`config.mk`:
```
export PLATFORM = sky130hd
export DESIGN_NAME = wdog_counter
export DESIGN_NICKNAME = d
export VERILOG_FILES = /design/src/wdog_pkg.sv /design/src/wdog_counter.sv /design/src/wdog_prescaler.sv
export SDC_FILE = /design/constraint.sdc
export NUM_CORES = 1
export LEC_CHECK = 0
export BUFFER_PORTS_ARGS = -buffer_cell sky130_fd_sc_hd__buf_4
export CAP_MARGIN = 15
export CORE_MARGIN = 2
export CORE_UTILIZATION = 55
export DETAILED_ROUTE_END_ITERATION = 7
export GPL_ROUTABILITY_DRIVEN = 0
export PLACE_DENSITY_LB_ADDON = 0.15
export SYNTH_ARGS = -nofsm -noshare
export SYNTH_HDL_FRONTEND = slang
export SYNTH_SLANG_ARGS = --single-unit
```
`constraint.sdc`:
```
create_clock -name mclk -period 2.6 [get_ports mclk]
set_input_delay 0.13 -clock mclk [delete_from_list [all_inputs] [get_ports mclk]]
set_output_delay 0.13 -clock mclk [all_outputs]
set_load 0.005 [all_outputs]
```
`src/wdog_pkg.sv`:
```
// constants and types shared by the watchdog down counter
package wdog_pkg;

	// ************************************
	// register map
	// ************************************
	localparam logic [7:0] ctrl_addr      = 8'hD8;
	localparam logic [7:0] ctrl_reset_val = 8'hFE;
	localparam int         arm_pos        = 0;
	localparam int         sr_pos         = 1;
	localparam int         period_lo_pos  = 2;
	localparam int         period_hi_pos  = 7;

	// ************************************
	// timing
	// ************************************
	localparam int         osc_per_tick   = 3072;
	localparam int         mclk_mhz       = 50;
	localparam int         osc_mhz        = 8;
	localparam int         tick_cycles    = osc_per_tick * mclk_mhz / osc_mhz;
	localparam int         pre_w          = 15;
	localparam logic [pre_w-1:0] tick_last = pre_w'(tick_cycles - 1);
	localparam int         cnt_w          = 7;

	// ************************************
	// stop handling
	// ************************************
	typedef enum logic [1:0] {
		st_run  = 2'b00,
		st_wait = 2'b01,
		st_stop = 2'b11
	} pwr_state_t;

endpackage : wdog_pkg

```
`src/wdog_counter.sv`:
```
// watchdog down counter with control register and stop handling
//
// How it works
// - reset loads register FEh: period and soft reset set, arm clear.
// - soft_reset_flag falling to zero on a tick raises a reset only when armed; a software write clearing it fires even unarmed.
// - register bit 7 is counter lsb, bit 2 the top period bit.
// - six period bits give 64 timeouts, 3072 to 196608 oscillator cycles.
// - unarmed, the counter still runs as a 7-bit timer.
// - hardware activation forces the arm bit to one, writes ignored.
// - software activation: writing one arms; only reset clears it.
// - register sits at data address D8h, read and write.
// - at least 28 instructions run after activation before a reset.
// - hardware activation without stop control: stop acts as wait.
// - stop control: stop with nmi high freezes counter until wake.
`timescale 1ns/1ps
module wdog_counter
	import wdog_pkg::*;
(
	// clock and reset
	input  wire logic       mclk,
	input  wire logic       rst,
	// factory options
	input  wire logic       hw_activation,
	input  wire logic       ext_stop_gating,
	// register port
	input  wire logic [7:0] addr,
	input  wire logic [7:0] wdata,
	input  wire logic       wr,
	input  wire logic       rd,
	output logic      [7:0] rdata,
	// core power control
	input  wire logic       stop_exec,
	input  wire logic       wake,
	input  wire logic       nmi_pin,
	// outputs
	output logic            wdog_reset,
	output logic            stop_granted,
	output logic            counter_frozen
);

	// ************************************
	// state
	// ************************************
	typedef struct packed {
		logic [cnt_w-1:0] cnt;
		logic             arm;
		logic [7:0]       rdata;
		logic             fire;
		pwr_state_t       pwr;
		logic             nmi_s1;
		logic             nmi_s2;
		logic             opt_hw;
		logic             opt_ext;
		logic             opt_done;
	} wd_state_t;

	wd_state_t st_reg;
	wd_state_t st_next;
	logic      tick;
	logic      reload;
	logic      armed;
	logic [7:0] reg_view;
	logic [cnt_w-1:0] wr_cnt;

	// ************************************
	// helpers
	// ************************************
	assign reload = wr && (addr == ctrl_addr);
	assign armed  = st_reg.arm || st_reg.opt_hw;

	// register bits 7..2 reversed onto counter bits 0..5, bit 1 onto bit 6
	genvar gi;
	for (gi = 0; gi < cnt_w - 1; gi++) begin : g_map
		assign reg_view[period_hi_pos - gi] = st_reg.cnt[gi];
		assign wr_cnt[gi] = wdata[period_hi_pos - gi];
	end
	assign reg_view[sr_pos]  = st_reg.cnt[cnt_w-1];
	assign reg_view[arm_pos] = armed;
	assign wr_cnt[cnt_w-1]   = wdata[sr_pos];

	// prescaler restarts on reload so the first tick is a full period;
	// with 3072-cycle ticks far more than 28 instructions fit before firing
	wdog_prescaler u_pre (
		.mclk    (mclk),
		.rst     (rst),
		.restart (reload),
		.freeze  (st_reg.pwr == st_stop),
		.tick    (tick)
	);

	// ************************************
	// next state
	// ************************************
	always_comb begin
		st_next        = st_reg;
		st_next.nmi_s1 = nmi_pin;
		st_next.nmi_s2 = st_reg.nmi_s1;
		st_next.fire   = 1'b0;
		// options are straps, caught once after reset release
		if (!st_reg.opt_done) begin
			st_next.opt_hw   = hw_activation;
			st_next.opt_ext  = ext_stop_gating;
			st_next.opt_done = 1'b1;
		end
		if (reload) begin
			st_next.cnt = wr_cnt;
			if (wdata[arm_pos]) begin
				st_next.arm = 1'b1;
			end
			// writing soft_reset_flag from one to zero fires at once
			if (st_reg.cnt[cnt_w-1] && !wdata[sr_pos]) begin
				st_next.fire = 1'b1;
			end
		end else if (tick) begin
			// runs even unarmed, as a plain timer
			st_next.cnt = st_reg.cnt - 1'b1;
			if (st_reg.cnt == {1'b1, {(cnt_w-1){1'b0}}} && armed) begin
				st_next.fire = 1'b1;
			end
		end
		case (st_reg.pwr)
			st_run: begin
				if (stop_exec) begin
					if (!armed) begin
						st_next.pwr = st_stop;
					end else if (st_reg.opt_ext && st_reg.nmi_s2) begin
						st_next.pwr = st_stop;
					end else begin
						st_next.pwr = st_wait;
					end
				end
			end
			st_wait: begin
				if (wake) begin
					st_next.pwr = st_run;
				end
			end
			st_stop: begin
				if (wake) begin
					st_next.pwr = st_run;
				end
			end
			default: begin
				st_next.pwr = st_run;
			end
		endcase
		st_next.rdata = rd ? ((addr == ctrl_addr) ? reg_view : 8'h00) : st_reg.rdata;
	end

	// ************************************
	// registers
	// ************************************
	always_ff @(posedge mclk or posedge rst) begin
		if (rst) begin
			st_reg          <= '0;
			st_reg.cnt      <= ctrl_reset_val[7:1];
			st_reg.arm      <= 1'b0;
			st_reg.pwr      <= st_run;
		end else begin
			st_reg <= st_next;
		end
	end

	assign rdata          = st_reg.rdata;
	assign wdog_reset     = st_reg.fire;
	assign stop_granted   = (st_reg.pwr == st_stop);
	assign counter_frozen = (st_reg.pwr == st_stop);

endmodule : wdog_counter

```
`src/wdog_prescaler.sv`:
```
// prescaler that emits one tick per counter period
`timescale 1ns/1ps
module wdog_prescaler
	import wdog_pkg::*;
(
	// clock and reset
	input  wire logic       mclk,
	input  wire logic       rst,
	// control
	input  wire logic       restart,
	input  wire logic       freeze,
	// tick out
	output logic            tick
);

	typedef struct packed {
		logic [pre_w-1:0] cnt;
		logic             tick;
	} pre_state_t;

	pre_state_t st_reg;
	pre_state_t st_next;

	always_comb begin
		st_next      = st_reg;
		st_next.tick = 1'b0;
		if (restart) begin
			st_next.cnt = '0;
		end else if (!freeze) begin
			if (st_reg.cnt == tick_last) begin
				st_next.cnt  = '0;
				st_next.tick = 1'b1;
			end else begin
				st_next.cnt = st_reg.cnt + 1'b1;
			end
		end
	end

	always_ff @(posedge mclk or posedge rst) begin
		if (rst) begin
			st_reg <= '0;
		end else begin
			st_reg <= st_next;
		end
	end

	assign tick = st_reg.tick;

endmodule : wdog_prescaler
```
# --- After elaboration in Yosys (flattened, before gate mapping) ---
# Index checks and enable logic that the tools add are counted.
word_totals:
  input_bits: 25
  elab_cells: 50
  output_inout_bits: 11
  register_bits: 40
op_classes:
  eq_ne: 8
  reduce_logical: 11
  add_sub_neg: 2
  muxes: 17
ops:
  columns: ["op", "n"]
  rows:
  - ["15-bit 2-to-1 mux", 2]
  - ["16-bit 2-to-1 mux", 1]
  - ["15-bit by 1-bit adder with 15-bit output (second input constant)", 1]
  - ["15-bit equality test (second input constant)", 1]
  - ["7-bit 2-to-1 mux", 2]
  - ["8-bit equality test (second input constant)", 1]
  - ["2-bit 2-to-1 mux", 4]
  - ["8-bit 2-to-1 mux", 1]
  - ["7-bit equality test (second input constant)", 1]
  - ["7-bit by 1-bit subtractor with 7-bit output (second input constant)", 1]
  - ["1-bit 2-to-1 mux", 6]
  - ["1-bit logical AND", 4]
  - ["2-bit != test (second input constant)", 2]
  - ["2-bit case mux with 2 select lines", 1]
  - ["2-bit AND reduction", 2]
  - ["2-bit by 1-bit equality test with 1-bit output (second input constant)", 1]
  - ["2-bit equality test (second input constant)", 1]
  - ["2-bit zero test", 1]
  - ["2-bit by 1-bit != test with 1-bit output (second input constant)", 1]
  - ["2-bit nonzero test", 1]
  - ["2-bit OR reduction", 1]
  - ["1-bit zero test", 1]
  - ["1-bit logical OR", 1]

# --- Depth between registers and ports, before layout ---
logic_depth:
  word_depth: 5
  mapped_depth: 6
  depth_no_buf: 6

# --- Modules after synthesis ---
# A second synthesis with hierarchy kept.
hier_totals:
  cells_unflattened: 204
  hier_area_um2: 2045.7
modules_own_cells:
  columns: ["mod", "cells_per_inst", "seq_area_each_um2", "instances", "area_each_um2"]
  rows:
  - ["wdog_counter", 100, 609.3, 1, 1144.8]
  - ["wdog_prescaler", 104, 400.4, 1, 900.9]

# --- Worst setup path after synthesis ---
# No wires, ideal clock.
synth_path:
  kind: "flip-flop to flip-flop"
  start: "register u_pre.st_reg[11] (netlist name)"
  end: "register u_pre.st_reg[6] (netlist name)"
  n_path_buf: 1
  setup_slack_ps: 696
  period_less_slack_ps: 1904
  required_time_ps: 2475
  stages_incl_launch_ff: 6
  arrival_ps: 1779
  setup_ps: 125
  cell_sequence: "dfrtp_1 > or4b_4 > or4_4 > buf_6 > a21oi_2 > o22ai_1"
synth_via:
  elab_chain_cells: 4
synth_lines:
  columns: ["item", "line_no", "source"]
  rows:
  - ["start: declaration", "wdog_prescaler.sv:21", "pre_state_t st_reg;"]
  - ["start signal: assignment", "wdog_prescaler.sv:43", "st_reg <= st_next;"]
  - ["15-bit equality test", "wdog_prescaler.sv:30", "if (st_reg.cnt == tick_last) begin"]
  - ["15-bit 2-to-1 mux", "wdog_prescaler.sv:30", null]
  - ["16-bit 2-to-1 mux", "wdog_prescaler.sv:29", "end else if (!freeze) begin"]
  - ["15-bit 2-to-1 mux", "wdog_prescaler.sv:27", "if (restart) begin"]
# Every way passes these cells. The select of a mux whose other input is x is not followed.
# A chain may end at the register's enable or synchronous reset.

# --- Worst setup path in the final report ---
layout_path:
  start: "register u_pre.st_reg[11] (netlist name)"
  end: "register u_pre.st_reg[4] (netlist name)"
# Same word-level chain as after synthesis.

==> results.cfg <==
[final_layout]
final_nets = 262
largest_reg_flops = 15
antennaDiodeCount = 0
areaGrowthSynthToFinish_pct = 20.0
stdcell_count = 281
fin_util_pct = 70.3
nFillCells = 260
drive_above_1_share_pct = 26.0
final_area_sq_um = 2380

[logic_synthesis]
yosys_warnings = 0
synth_common_cells = dfrtp_1 (33), nand2_1 (24), nor2_1 (12), buf_4 (10)
ys_types = 45
yosysMostFrequentCell = dfrtp_1
synth.top_cell.area_share_pct = 41.6
synthArstFlopShare_pct = 100
syn_avg_cell_area_sq_um = 10.2
syn_inst = 194
synth_area_leaders = dfrtp_1 (42%), dfstp_2 (9.3%), nand2_1 (4.5%)
synth_area_leader_cell = dfrtp_1
syn_area_sq_um = 1990
synth_seq_area_share_pct = 50.9
syn_nets = 222
synth_edf_count = 0
synth_flop_cell = dfrtp_1
ys_ff_latch = 40

[place]
place_area_sq_um = 2220
placed_cells_incl_taps = 262
dp.final_hpwl_um = 2840
port_buffers = 35

[global_routing]
grt_first_pass_wirelength_um = 6890
antenna_found_initial = 0
grtUsageTotal_pct = 22.3
grt_max_degree = 41
grt_pass1_vias = 1556
grt-ovfl-total = 0

[cts]
path_clk_slew_ps = 120
cts_tree = yes
root_buffer = clkbuf_4
cts_buffers = 5
htree_levels = 2
postCtsSetupBuffers = 0
cts_buffer_depth = 2
clock-sinks = 40
worstSkewPairLatency_ps = 360

[sta]
tightest_slew_ps = 600
post-route-period-util_pct = 77.0
max_clock_freq_mhz = 499
setup_viol = 0
finClkSkew_ps = 6.11
fin_tns_setup_ps = 0
slew_headroom_pct = 60.0
final.min_clock_period_ps = 2000
final-max-slew-violation-count = 0
hold_viol = 0
rsz0062_at_grt = no

[route]
vias = 1573
ant_nets = 0
drt_iter0_markers = 111
drcViolationCount = 0
wl_per_cell_um = 14.9
drtPass1Iterations = 4
wirelength_um = 4190
routed_via_density = 5.60

[setup_path]
critical_path_class = reg -> reg
startpoint_type = flop
cp-end-kind = flop
crit_path_max_fanout = 10
required_ps = 2850
critPathArrivalTime_ps = 2250

[floorplan]
rows = 21
die_w_um = 64.1
core-area_sq_um = 3390
pin_count = 36
die_h_um = 64.1
start_util_pct = 58.6
die_area_sq_um = 4110

[status]
status = finished, final reports clean

[power_and_ir_drop]
vdd_drop_max_uv = 432
power.density_nw_per_um2 = 626
p_leak_nw = 1.05

[flow_run]
drv_cap = 0

[min_path]
hold_path_class = in -> reg
-- where the power goes --
group	internal (W)	switching, W
logic	0.000163	0.000154
registers	0.000730	0.000134
clock network	0.000104	0.000208
-- cell families after synthesis --
group                      count (synthesis)  synth area share, %
adders and majority gates                  3                 1.89
buffers and inverters                     23                 6.62
xor gates and xnor gates                  11                 4.85
other                                      1                0.189
AOI/OAI and AO/OA                         36                 12.6
muxes                                      5                 2.71
and+or+nand+nor                           75                 20.3
DFF                                       40                 50.9
-- layer usage --
layer | track usage, % | part of all wire [%]
met1 | 27.0 | 41
met5 | 0 | 0
met3 | 6.69 | 7.6
met4 | 9.51 | 2.4
met2 | 36.8 | 49
-- final cells by class --
cell class	count	area, sq um	area share (%)
Clock buffer	6	41.3	1.73
Clock inverter	2	12.5	0.525
Inverter	8	30.0	1.26
Multi-Input combinational cell	131	845	35.4
Sequential cell	40	1010	42.4
Tap cell	46	57.6	2.41
Timing Repair Buffer	48	388	16.3
-- critical path: stages, from the launching register on --
cell and delay (ps):
dfrtp_1 450, or4b_4 560, or4_4 610, a21oi_1 190, o22ai_1 90
-- final timing paths --
kind                            slack, ps               to  cells after the start             start
max in group asynchronous            1800      reg_view[2]                      4               rst
worst min-delay path                   30        st_reg[5]                      3              wake
worst max-delay path                  600  u_pre.st_reg[4]                      4  u_pre.st_reg[11]
worst min register to register        370        st_reg[3]                      0        st_next[3]
worst max register to register        600  u_pre.st_reg[4]                      4  u_pre.st_reg[11]
min in group asynchronous             440        st_reg[6]                      4               rst
-- layout by cell type (no fill, tap or decap), types with 3 or more instances in the layout --
cell,netlist,routed
nor3_1,3,3
a22o_1,8,8
a21oi_1,7,7
o21ai_0,7,7
xor2_1,4,4
buf_4,10,37
nor4_1,5,5
clkbuf_4,0,5
ha_1,3,3
dfrtp_1,33,33
nand3_1,6,6
inv_1,8,8
dfstp_2,7,7
xnor2_1,7,7
or4_1,3,3
or3_1,3,3
mux2_2,3,3
dlygate4sd3_1,0,11
nand2_1,24,24
nor2_1,12,12
nand4_1,4,4
-- through the flow --
step | hold WS, ps | setup WS (ps) | total power (W)
2_1_floorplan | 161 | 696 | 0.00106
3_3_place_gp | 241 | 694 | 0.00114
3_5_place_dp | 245 | 628 | 0.00117
4_1_cts | 24.4 | 590 | 0.00149
5_1_grt | 17.2 | 474 | 0.00159
6_report | 27.5 | 598 | 0.00149
-- what timing repair did --
item,in CTS,in global routing
endpoints found under the hold margin,43,0
hold buffers,11,0
gates resized for setup,0,0
Note: power is estimated with default switching activity, not from simulation.
